===== src/mrs_pkg.sv =====
// constants, op codes and state codes for the return, rotate, subtract and sleep datapath
package mrs_pkg;
   // ***********************************************
   // widths
   // ***********************************************
   localparam int DATA_W = 8;
   localparam int NIB_W  = 4;
   localparam int PC_W   = 11;

   // ***********************************************
   // destination select encoding
   // ***********************************************
   localparam logic DEST_WORK = 1'b0;
   localparam logic DEST_FILE = 1'b1;

   // ***********************************************
   // reset values and fixed flag values
   // ***********************************************
   localparam logic [DATA_W-1:0] RST_WORK = 8'h00;
   localparam logic [PC_W-1:0]   RST_PC   = 11'h000;
   localparam logic RST_CARRY   = 1'b0;
   localparam logic RST_NIBC    = 1'b0;
   localparam logic RST_ZERO    = 1'b0;
   localparam logic RST_GIE     = 1'b0;
   localparam logic RST_EXPIRY  = 1'b1;
   localparam logic RST_SLEEPFL = 1'b1;
   localparam logic GIE_ON      = 1'b1;
   localparam logic EXPIRY_SLP  = 1'b1;
   localparam logic SLEEPFL_SLP = 1'b0;
   localparam logic NO_BORROW   = 1'b1;

   // ***********************************************
   // operations issued by the decoder
   // ***********************************************
   typedef enum logic [3:0] {
      OP_NONE              = 4'h0,
      IRQ_RETURN_OP        = 4'h1,
      RETURN_WITH_LITERAL_OP = 4'h2,
      SUB_RETURN_OP        = 4'h3,
      ROTATE_LEFT_OP       = 4'h4,
      ROTATE_RIGHT_OP      = 4'h5,
      SUB_BORROW_OP        = 4'h6,
      REG_MINUS_WORK_OP    = 4'h7,
      LITERAL_MINUS_WORK_OP = 4'h8,
      NIBBLE_EXCHANGE_OP   = 4'h9,
      XOR_REG_OP           = 4'ha,
      XOR_LITERAL_OP       = 4'hb,
      SLEEP_OP             = 4'hc
   } mrs_op_type;

   // ***********************************************
   // sequencer states, one-hot
   // ***********************************************
   typedef enum logic [2:0] {
      ST_RUN   = 3'b001,
      ST_RET   = 3'b010,
      ST_SLEEP = 3'b100
   } mrs_state_type;
endpackage


===== src/mrs_exec.sv =====
// execution unit for returns, rotates, subtracts, nibble exchange, xor and sleep
`timescale 1ns/1ns
// Overview of operation
// - the interrupt return reloads the program counter from the stack top.
// - the interrupt return also sets the global interrupt enable and takes two cycles.
// - return with literal loads the literal into work, reloads the pc, two cycles, no flags.
// - the plain return reloads the pc from the stack top, no flags, two cycles.
// - rotate left sends bit 7 to carry, bits 6..0 up one, old carry into bit 0.
// - rotate right sends old carry into bit 7, bits 7..1 down one, bit 0 to carry.
// - destination select 0 writes the work register, 1 writes the file register.
// - sleep clears the watchdog counter and its prescaler.
// - sleep sets the active-low expiry flag and clears the active-low sleep entry flag.
// - after the one-cycle sleep the core halts and stays in sleep until wake_i is high.
// - subtract with borrow forms file plus inverted work plus carry and sets c, dc, z.
// - register subtract forms file minus work and sets c, dc, z.
// - literal subtract forms literal minus work into work and sets c, dc, z.
// - nibble exchange swaps the two halves into the chosen destination, no flags.
// - register xor forms work xor file into the destination, only zero, one cycle.
// - literal xor forms work xor literal into work, only zero changes.
module mrs_exec #(
   parameter int PC_W = mrs_pkg::PC_W
) (
   input  wire logic                      clk_i,
   input  wire logic                      rst_n_i,
   input  wire logic                      op_valid_i,
   input  wire mrs_pkg::mrs_op_type       op_i,
   input  wire logic [mrs_pkg::DATA_W-1:0] file_reg_i,
   input  wire logic [mrs_pkg::DATA_W-1:0] literal_i,
   input  wire logic                      dest_sel_i,
   input  wire logic [PC_W-1:0]           stack_top_i,
   input  wire logic                      wake_i,
   output logic [mrs_pkg::DATA_W-1:0]     work_register_o,
   output logic [mrs_pkg::DATA_W-1:0]     file_wdata_o,
   output logic                           file_wr_o,
   output logic                           carry_o,
   output logic                           nibble_carry_flag_o,
   output logic                           zero_o,
   output logic                           global_irq_enable_o,
   output logic [PC_W-1:0]                pc_o,
   output logic                           pc_load_o,
   output logic                           stack_pop_o,
   output logic                           watchdog_clear_o,
   output logic                           prescaler_clear_o,
   output logic                           watchdog_expiry_flag_o,
   output logic                           sleep_entry_flag_o,
   output logic                           sleep_o,
   output logic                           busy_o
);
   localparam int DW = mrs_pkg::DATA_W;
   localparam int NW = mrs_pkg::NIB_W;

   mrs_pkg::mrs_state_type state_r;
   mrs_pkg::mrs_state_type state_nxt;
   logic [DW-1:0]   work_r;
   logic [DW-1:0]   wdata_r;
   logic            wr_r;
   logic            carry_r;
   logic            nibc_r;
   logic            zero_r;
   logic            gie_r;
   logic [PC_W-1:0] pc_r;
   logic            pc_load_r;
   logic            wdt_clr_r;
   logic            expiry_r;
   logic            sleepfl_r;
   logic            take;
   logic            is_ret;
   logic [DW-1:0]   res_nxt;
   logic            carry_nxt;
   logic            nibc_nxt;
   logic            zero_nxt;
   logic            alu_op;
   logic            to_work;
   logic [DW-1:0]   add_a;
   logic [DW-1:0]   add_b;
   logic            add_cin;
   logic [DW:0]     sum_full;
   logic [NW:0]     sum_nib;

   // ***********************************************
   // issue and decode
   // ***********************************************
   // ops are only taken while running; the second return cycle and sleep ignore them
   assign take   = op_valid_i && (state_r == mrs_pkg::ST_RUN);
   assign is_ret = (op_i == mrs_pkg::IRQ_RETURN_OP) ||
                   (op_i == mrs_pkg::RETURN_WITH_LITERAL_OP) ||
                   (op_i == mrs_pkg::SUB_RETURN_OP);

   // shared adder: a + b + cin, b already inverted for subtracts
   assign sum_full = (DW+1)'(add_a) + (DW+1)'(add_b) + (DW+1)'(add_cin);
   assign sum_nib  = (NW+1)'(add_a[NW-1:0]) + (NW+1)'(add_b[NW-1:0]) + (NW+1)'(add_cin);

   // result and flag next values; non-alu ops leave alu_op low
   always_comb begin
      res_nxt   = file_reg_i;
      carry_nxt = carry_r;
      nibc_nxt  = nibc_r;
      zero_nxt  = zero_r;
      alu_op    = 1'b1;
      to_work   = (dest_sel_i == mrs_pkg::DEST_WORK);
      add_a     = file_reg_i;
      add_b     = ~work_r;
      add_cin   = mrs_pkg::NO_BORROW;
      case (op_i)
         mrs_pkg::ROTATE_LEFT_OP: begin
            res_nxt   = {file_reg_i[DW-2:0], carry_r};
            carry_nxt = file_reg_i[DW-1];
         end
         mrs_pkg::ROTATE_RIGHT_OP: begin
            res_nxt   = {carry_r, file_reg_i[DW-1:1]};
            carry_nxt = file_reg_i[0];
         end
         mrs_pkg::SUB_BORROW_OP: begin
            add_cin   = carry_r;
            res_nxt   = sum_full[DW-1:0];
            carry_nxt = sum_full[DW];
            nibc_nxt  = sum_nib[NW];
            zero_nxt  = (sum_full[DW-1:0] == '0);
         end
         mrs_pkg::REG_MINUS_WORK_OP: begin
            res_nxt   = sum_full[DW-1:0];
            carry_nxt = sum_full[DW];
            nibc_nxt  = sum_nib[NW];
            zero_nxt  = (sum_full[DW-1:0] == '0);
         end
         mrs_pkg::LITERAL_MINUS_WORK_OP: begin
            add_a     = literal_i;
            to_work   = 1'b1;
            res_nxt   = sum_full[DW-1:0];
            carry_nxt = sum_full[DW];
            nibc_nxt  = sum_nib[NW];
            zero_nxt  = (sum_full[DW-1:0] == '0);
         end
         mrs_pkg::NIBBLE_EXCHANGE_OP: begin
            res_nxt = {file_reg_i[NW-1:0], file_reg_i[DW-1:NW]};
         end
         mrs_pkg::XOR_REG_OP: begin
            res_nxt  = work_r ^ file_reg_i;
            zero_nxt = ((work_r ^ file_reg_i) == '0);
         end
         mrs_pkg::XOR_LITERAL_OP: begin
            to_work  = 1'b1;
            res_nxt  = work_r ^ literal_i;
            zero_nxt = ((work_r ^ literal_i) == '0);
         end
         default: begin
            alu_op = 1'b0;
         end
      endcase
   end

   // ***********************************************
   // sequencer
   // ***********************************************
   always_comb begin
      state_nxt = state_r;
      case (state_r)
         mrs_pkg::ST_RUN: begin
            if (take && is_ret) begin
               state_nxt = mrs_pkg::ST_RET;
            end else if (take && (op_i == mrs_pkg::SLEEP_OP)) begin
               state_nxt = mrs_pkg::ST_SLEEP;
            end
         end
         mrs_pkg::ST_RET: begin
            state_nxt = mrs_pkg::ST_RUN; // second and last return cycle
         end
         mrs_pkg::ST_SLEEP: begin
            if (wake_i) begin
               state_nxt = mrs_pkg::ST_RUN;
            end
         end
         default: begin
            state_nxt = mrs_pkg::ST_RUN;
         end
      endcase
   end

   // state register
   always_ff @(posedge clk_i) begin
      if (!rst_n_i) begin
         state_r <= mrs_pkg::ST_RUN;
      end else begin
         state_r <= state_nxt;
      end
   end

   // ***********************************************
   // state registers: work, file write, flags, pc and power status
   // ***********************************************
   // file data always shows the last result so a debugger can watch it
   always_ff @(posedge clk_i) begin
      if (!rst_n_i) begin
         work_r  <= mrs_pkg::RST_WORK;
         wdata_r <= mrs_pkg::RST_WORK;
         wr_r    <= 1'b0;
      end else begin
         wr_r <= 1'b0;
         if (take && alu_op) begin
            wdata_r <= res_nxt;
            if (to_work) begin
               work_r <= res_nxt;
            end else begin
               wr_r <= 1'b1;
            end
         end else if (take && (op_i == mrs_pkg::RETURN_WITH_LITERAL_OP)) begin
            work_r <= literal_i;
         end
      end
   end

   // arithmetic flags; returns and sleep leave them, swap rewrites the same values
   always_ff @(posedge clk_i) begin
      if (!rst_n_i) begin
         carry_r <= mrs_pkg::RST_CARRY;
         nibc_r  <= mrs_pkg::RST_NIBC;
         zero_r  <= mrs_pkg::RST_ZERO;
      end else if (take && alu_op) begin
         carry_r <= carry_nxt;
         nibc_r  <= nibc_nxt;
         zero_r  <= zero_nxt;
      end
   end

   // pc reload and interrupt enable; the enable is only ever set here
   always_ff @(posedge clk_i) begin
      if (!rst_n_i) begin
         pc_r      <= PC_W'(mrs_pkg::RST_PC);
         pc_load_r <= 1'b0;
         gie_r     <= mrs_pkg::RST_GIE;
      end else begin
         pc_load_r <= take && is_ret; // one pulse, also pops the stack
         if (take && is_ret) begin
            pc_r <= stack_top_i;
         end
         if (take && (op_i == mrs_pkg::IRQ_RETURN_OP)) begin
            gie_r <= mrs_pkg::GIE_ON;
         end
      end
   end

   // watchdog clear pulse and power status flags; the counter itself lives elsewhere
   always_ff @(posedge clk_i) begin
      if (!rst_n_i) begin
         wdt_clr_r <= 1'b0;
         expiry_r  <= mrs_pkg::RST_EXPIRY;
         sleepfl_r <= mrs_pkg::RST_SLEEPFL;
      end else begin
         wdt_clr_r <= take && (op_i == mrs_pkg::SLEEP_OP);
         if (take && (op_i == mrs_pkg::SLEEP_OP)) begin
            expiry_r  <= mrs_pkg::EXPIRY_SLP;
            sleepfl_r <= mrs_pkg::SLEEPFL_SLP;
         end
      end
   end

   // outputs wired straight from their flops
   assign work_register_o        = work_r;
   assign file_wdata_o           = wdata_r;
   assign file_wr_o              = wr_r;
   assign carry_o                = carry_r;
   assign nibble_carry_flag_o    = nibc_r;
   assign zero_o                 = zero_r;
   assign global_irq_enable_o    = gie_r;
   assign pc_o                   = pc_r;
   assign pc_load_o              = pc_load_r;
   assign stack_pop_o            = pc_load_r;
   assign watchdog_clear_o       = wdt_clr_r;
   assign prescaler_clear_o      = wdt_clr_r;
   assign watchdog_expiry_flag_o = expiry_r;
   assign sleep_entry_flag_o     = sleepfl_r;
   assign sleep_o                = state_r[2];
   assign busy_o                 = state_r[1];
endmodule


===== config.mk =====
export PLATFORM = sky130hd
export DESIGN_NAME = mrs_exec
export DESIGN_NICKNAME = d
export VERILOG_FILES = /design/src/mrs_pkg.sv /design/src/mrs_exec.sv
export SDC_FILE = /design/constraint.sdc
export NUM_CORES = 1
export LEC_CHECK = 0
export BUFFER_PORTS_ARGS = -buffer_cell sky130_fd_sc_hd__buf_2
export CORE_MARGIN = 1.5
export CORE_UTILIZATION = 32
export CTS_BUF_LIST = sky130_fd_sc_hd__clkbuf_8
export CTS_CLUSTER_DIAMETER = 100
export DETAILED_ROUTE_END_ITERATION = 6
export GPL_ROUTABILITY_DRIVEN = 0
export PLACE_DENSITY = 0.5
export SYNTH_ARGS = -nofsm -noshare
export SYNTH_HDL_FRONTEND = slang
export SYNTH_SLANG_ARGS = --single-unit
export TNS_END_PERCENT = 20

===== constraint.sdc =====
create_clock -name clk_i -period 4.4 [get_ports clk_i]
set_input_delay 0.88 -clock clk_i [delete_from_list [all_inputs] [get_ports clk_i]]
set_output_delay 0.88 -clock clk_i [all_outputs]
set_load 0.1 [all_outputs]

## After elaboration in Yosys (flattened, before gate mapping)

Index checks and enable logic that the tools add are counted.

- Bits of input ports: 36
- Output and inout bits: 40
- Register bits after elaboration: 38
- Logic and storage cells: 75

- Reduce and logical (&&, ||, !) cells: 23
- Equality and inequality tests: 17
- Add/sub/neg operators: 4
- Muxes and demuxes: 15
- Bitwise gates (word level): 4

Operators by type and width:

| kind | number |
|---|---|
| 8-bit one-hot mux with 6 select lines | 1 |
| 8-bit 2-to-1 mux | 4 |
| 8-bit zero test | 3 |
| 4-bit == test (second input constant) | 5 |
| 4-bit by 3-bit == test with 1-bit output (second input constant) | 4 |
| 8-bit bitwise XOR | 2 |
| 2-bit AND reduction | 6 |
| 8-bit by 8-bit adder with 9-bit output | 1 |
| 9-bit by 1-bit adder with 9-bit output | 1 |
| 3-bit 2-to-1 mux | 3 |
| 4-bit by 2-bit == test with 1-bit output (second input constant) | 2 |
| 8-bit inverter | 1 |
| 8-bit OR reduction | 1 |
| 1-bit logical AND | 6 |
| 1-bit one-hot mux with 3 select lines | 2 |
| 3-bit one-hot mux with 2 select lines | 1 |
| 3-bit nonzero test | 2 |
| 4-bit by 4-bit adder with 5-bit output | 1 |
| 5-bit by 1-bit adder with 5-bit output | 1 |
| 4-bit by 1-bit == test with 1-bit output (second input constant) | 1 |
| 1-bit 2-to-1 mux | 4 |
| 2-bit inequality test (second input constant) | 2 |
| 3-bit by 1-bit == test with 1-bit output (second input constant) | 1 |
| 3-bit == test (second input constant) | 1 |
| 6 further kinds | 7 |

## Logic depth before layout (Yosys ltp)

Gate-level depths: netlist (run 1).

- Word-level depth: 7
- Depth in mapped cells: 12

## Least setup slack after synthesis (run 1)

No wires, ideal clock.

- Path kind: input -> register
- From: input op_i[0]
- To: register wdata_r[6] (netlist: file_wdata_o[6])
- Setup slack: 624 ps
- Path buffers: 2
- Data required time: 4,339 ps
- Cell stages on the path: 12
- Arrival time: 3,716 ps
- Setup time: 61 ps
- Path through: buf_2 -> nor4b_4 -> buf_2 -> mux2_2 -> fa_1 -> inv_1 -> fa_1 -> nor2b_1 -> o31a_1 -> o311a_1 -> o31ai_1 -> o211a_1

- Cells in the longest elaborated chain, start to end: 5

Ends and longest elaborated chain:

| element | RTL line | RTL |
|---|---|---|
| start: declaration | mrs_exec.sv:26 | `input wire mrs_pkg::mrs_op_type op_i,` |
| 4-bit == test | mrs_exec.sv:104 | `case (op_i)` |
| 8-bit 2-to-1 mux | mrs_exec.sv:104 |  |
| 8-bit by 8-bit adder with 9-bit output | mrs_exec.sv:90 | `assign sum_full = (DW+1)'(add_a) + (DW+1)'(add_b) + (DW+1)'(add_cin);` |
| 9-bit by 1-bit adder with 9-bit output | mrs_exec.sv:90 |  |
| 8-bit one-hot mux with 6 select lines | mrs_exec.sv:104 |  |
| end signal: assignment | mrs_exec.sv:195 | `wdata_r <= mrs_pkg::RST_WORK;` |
| end signal: assignment | mrs_exec.sv:200 | `wdata_r <= res_nxt;` |
| end: declaration | mrs_exec.sv:55 | `logic [DW-1:0] wdata_r;` |

Parallel ways exist; a longest one is shown, timed or not.
A chain may end at the register's enable or synchronous reset.

## Worst setup path after layout (run 1)

Same ends and word-level chain as after synthesis.

==> results.md, run 1 <==
* Status: finished, final reports clean
* Max Clock Skew at roughly 9.8 ps
* Asr flop ratio synth at 0
* Drt initial violations at 188
* Postcts setup bufs at 0
* Final hold violation count at 0
* Critical Path Fanout Max at 21
* TritonCTS Buffers at 5
* Synth cell types at a little over 70
* Vias per inst at between 5 and 6
* YS warnings at 0
* Hold-fix buffers, CTS at 0
* Routed WL at slightly above 9000 um
* Biggest cell delay along the critical path at about 450 ps
* Initial core utilization at 0.336
* Fin Setup TNS at 0 ps
* Most frequent cells in the layout: buf_2, dfxtp_1, nand2_1
* Fin crit share at 0.818
* Vias in the first global route at 2572
* Total GRT Usage at 0.206
* Critical path capture point type: flop
* Pwr per Cell Area at 310 nW/um^2
* DP HPWL at just under 7000 um
* Post-DRT Antenna Nets at 0
* Final setup viols at 0
* CP cell instances: buf_2, nor4b_4, mux2_2, fa_1, inv_1, fa_1, nor2b_1, o31a_1, o311a_1, o31ai_1, o211a_1
* Cell mode on critical path: fa_1
* Hold-critical path depth at 2
* Vias at between 2000 and 3000
* WL/cell at between 15 and 20 um
* Register area share after synthesis at 0.272
* Final worst path period need at 3600 ps
* RSZ-0062 raised after global routing: no
* Layout cells sized above 1 at 0.278
* EDFF count, synth at 0
* Worst Hold Class: reg2reg
* R2r setup slk at 1760 ps
* Required time worst endpoint at approximately 4600 ps
* Worst r2r path cells at 9
* Largest net degree at the start of global routing at 32
* Cell taking the most area after synthesis: dfxtp_1
* Register area at ~760 sq um
* CTS max path bufs at 2
* Slew Viols, Final at 0
* Syn_area_per_cell at about 8.3 sq um
* Crit Path Class: in2reg
* Die Ht at around 97 um
* Clock Sinks at 38
* Footprint of the multi-input gates at roughly 1800 sq um
* Synth area leaders: dfxtp_1, xnor2_1, nand2_1
* Fin cells at slightly above 500
* CP startpoint kind: primary input
* Most common flop cell mapped by yosys: dfxtp_1
* LEAKAGE at 1.36 nW
* Antenna cell count at 0
* Fmax at 0.278 GHz
* Syn_nets at about 380
* Power Total at 1.02 mW
* Post-cts sizing count at 0
* Clock Latency Late Sink at roughly 300 ps
* Cells after Synth at roughly 340
* Gr ovfl total at 0
* Layout area overhead at 17.6%
* Max-cap violations at 0
* Slew headroom at 0.543
* Clock Pin Slew Worst Setup and Hold Paths at 80 ps
* NumNets Final at approximately 440
* Synth Cell Area at about 2800 sq um
* Top Ports at 76
* Seq cells post-synth at 38
* Fillers at approximately 900
* Initial antenna violation count at 0
* DIE AREA at approximately 9300 sq um
* H-Tree Level Count at 2
* First-pass iteration count of the detailed router at 5
* Die X at around 97 um
* Dpl cells at roughly 500
* Worst-Margin Slew at about 680 ps
* Slowest CP cell: fa_1
* Std-Cell Core Area at approximately 8300 sq um
* Commonest non-fill, non-tap cell in the layout: buf_2
* Global-route wire length before repair at roughly 14000 um
* Synth top area share at 0.272
* CTS tree: yes
* I/O Buffers at between 70 and 80
* VDD IR max at approximately 0.13 mV
* Worst path arrival time at roughly 3800 ps
* Row cnt at 33
* DRC viols at 0
* Root cell of the clock tree: clkbuf_8
## final timing paths
path                     endpoint                from
hold / removal            pc_o[9]             pc_o[9]
hold reg to reg           pc_o[9]             pc_o[9]
setup / recovery  file_wdata_o[6]             op_i[0]
setup reg to reg  file_wdata_o[6]  work_register_o[0]
## report_power, final
| part | total, mW | internal [mW] | switching [mW] |
|---|---|---|---|
| Sequential | 0.376 | 0.360 | 0.0154 |
| Combinational | 0.382 | 0.107 | 0.275 |
| Clock | 0.262 | 0.126 | 0.136 |
## final cells by class
class,count,share of cell area
timing repair buffer,80,0.126
clock buffer,6,0.0251
sequential,38,0.231
tap,105,0.0399
clock inverter,2,0.00380
multi-input combinational,256,0.555
inverter,17,0.0194
## critical path, delay by kind of cell
kind	cells	cell delay (ps)
and+or+nand+nor	2	410
muxes	1	380
buffers and inverters	2	320
AOI/OAI and AO/OA	4	1180
adders and majority gates	2	650
## per-stage QoR
step,utilization,hold WS [ps],instance area (sq um),setup slack [ps]
detailed placement,0.384,446,3200,537
floorplan,-,608,2800,624
CTS,0.395,457,3290,847
global route,0.395,477,3290,629
finish,0.395,454,3290,802
global placement,0.384,440,3200,606
## routing by layer
metal,GRT usage,vias to the layer above,part of all wire
met2,0.315,145,0.45
met1,0.279,1312,0.44
li1,-,1356,-
met4,0.0845,0,0.027
met3,0.0462,17,0.083
met5,0,-,0
## synth_stat cells, drive strengths merged, types with 6 or more instances
cell    number
dfxtp       38
inv         17
nand2       33
o31ai        9
buf         17
nor2        26
o21ai       15
nor3         6
o211ai      10
ha           7
a21oi       23
xnor2       17
mux2         8
clkbuf       8
## cell families after synthesis
| kind of cell | synth area share |
|---|---|
| fa+ha+maj | 0.0456 |
| compound gates | 0.270 |
| xor+xnor | 0.0724 |
| mux | 0.0357 |
| simple gates | 0.226 |
| other cells | 0.00134 |
| buf+inv | 0.0777 |
| flops | 0.272 |
## registers in the layout (all words and copies together) (netlist names)
| signal | count |
|---|---|
| pc_o | 11 |
| file_wdata_o | 8 |
| work_register_o | 8 |
| state_r | 3 |
| carry_o | 1 |
| file_wr_o | 1 |
| global_irq_enable_o | 1 |
| nibble_carry_flag_o | 1 |
| pc_load_o | 1 |
| prescaler_clear_o | 1 |
| sleep_entry_flag_o | 1 |
| zero_o | 1 |
Power figures use the tool's default switching activity.
==> run 2, diff against run 1 <==
==> constraint.sdc (replaced) <==
create_clock -name clk_i -period 3.5 [get_ports clk_i]
set_input_delay 0.7 -clock clk_i [delete_from_list [all_inputs] [get_ports clk_i]]
set_output_delay 0.7 -clock clk_i [all_outputs]
set_load 0.1 [all_outputs]
==> results.md, run 2 (synthesized netlist as in run 1, its figures left out) <==
* Fillers at 898
* Die Ht at around 97 um
* Final hold violation count at 0
* First-pass iteration count of the detailed router at 5
* CTS max path bufs at 2
* Pwr per Cell Area at around 420 nW/um^2
* Dpl cells at about 500
* Post-DRT Antenna Nets at 0
* Crit Path Class: in2reg
* Critical path capture point type: flop
* DRC viols at 0
* Fin Setup TNS at 0 ps
* Commonest non-fill, non-tap cell in the layout: buf_2
* Layout area overhead at 21.5%
* Largest net degree at the start of global routing at 25
* Worst Hold Class: reg2reg
* Gr ovfl total at 0
* Initial core utilization at 0.336
* Max-cap violations at 0
* Status: finished, final reports clean
* Final worst path period need at between 3000 and 4000 ps
* Final setup viols at 0
* Layout cells sized above 1 at 0.295
* Utilization after layout at 0.408
* Total GRT Usage at 0.207
* Routed WL at 9260 um
* NumNets Final at about 450
* Clock Sinks at 38
* Drt initial violations at roughly 250
* Fmax at about 0.32 GHz
* Postcts setup bufs at 0
* Biggest cell delay along the critical path at about 430 ps
* RSZ-0062 raised after global routing: no
* I/O Buffers at 74
* WL/cell at roughly 18 um
* Root cell of the clock tree: clkbuf_8
* Clock Pin Slew Worst Setup and Hold Paths at 80 ps
* Antenna cell count at 0
* Post-cts sizing count at 0
* LEAKAGE at approximately 1.4 nW
* Critical Path Fanout Max at 19
* Worst path arrival time at about 3400 ps
* Fin cells at a little over 500
* Power Total at ~1.4 mW
* Slew headroom at 0.346
* CTS tree: yes
* Required time worst endpoint at about 3800 ps
* Global-route wire length before repair at approximately 14000 um
* Clock Latency Late Sink at 310 ps
* Slowest CP cell: fa_1
* Top Ports at 76
* CP startpoint kind: primary input
* Cell mode on critical path: fa_1
* Hold_ws at 455 ps
* Worst-Margin Slew at between 900 and 1000 ps
* Max reg flops at 11
* DIE AREA at roughly 9300 sq um
* Row cnt at 33
* Initial antenna violation count at 0
* Most frequent cells in the layout: buf_2, dfxtp_1, nand2_1
* Std-Cell Core Area at around 8300 sq um
* Vias in the first global route at 2604
* TritonCTS Buffers at 5
* Die X at approximately 97 um
* Slew Viols, Final at 0
* Vias per inst at around 5.5
* Vias at between 2000 and 3000
* CP cell instances: buf_2, buf_4, nor3b_2, nand3b_1, fa_1, inv_1, fa_1, nor2b_1, o31a_1, o311a_1, o31ai_2, o211a_1
* VDD IR max at 0.210 mV
* Max Clock Skew at between 8 and 9 ps
* Fin crit share at 0.906
* Hold-fix buffers, CTS at 0
* DP HPWL at about 6900 um
* H-Tree Level Count at 2
[run 2: changes by cell type in the layout (fill, tap and decap cells not counted), sizes merged]
cell,before,now
clkinvlp,1,0
bufinv,0,2
clkbuf,6,5
buf,80,88
[run 2: worst max-delay path: cells and delay by family]
kind            cells  cell delay (ps)
compound gates      4             1080
fa+ha+maj           2              630
simple gates        3              570
buf+inv             3              450
[run 2: worst paths after layout]
check,start,slack [ps],cells past startpoint,to
hold reg to reg,pc_o[6],450,2,pc_o[6]
hold / removal,pc_o[6],450,2,pc_o[6]
setup reg to reg,work_register_o[0],1010,9,file_wdata_o[6]
setup / recovery,op_i[2],330,12,file_wdata_o[6]
[run 2: metal layers]
metal / vias to the layer above / global-route usage / routed length (um) / share of wire
li1: 1365 / - / - / -
met1: 1320 / 0.291 / 4250 / 0.46
met2: 126 / 0.319 / 4150 / 0.45
met3: 18 / 0.0344 / 672 / 0.073
met4: 0 / 0.0737 / 191 / 0.021
met5: - / 0 / 0 / 0
[run 2: cell type report]
type | instances | area [sq um] | share of cell area
flip-flops and latches | 38 | 761 | 0.224
repair buffers | 88 | 475 | 0.140
well taps | 105 | 131 | 0.0386
multi-input cells | 256 | 1830 | 0.539
clock buffers | 5 | 68.8 | 0.0202
clock inverters | 3 | 68.8 | 0.0202
inverters | 17 | 63.8 | 0.0188
[run 2: stage by stage]
stage	cell area, sq um	setup slack, ps
floorplan	2810	17.3
global placement	3260	68.5
detailed placement	3260	65.3
CTS	3400	369
global route	3400	162
finish	3400	328
[run 2: report_power, final]
part / internal, mW / switching, mW / total (mW)
sequential: 0.453 / 0.0186 / 0.471
combinational: 0.143 / 0.349 / 0.492
clock: 0.286 / 0.182 / 0.467
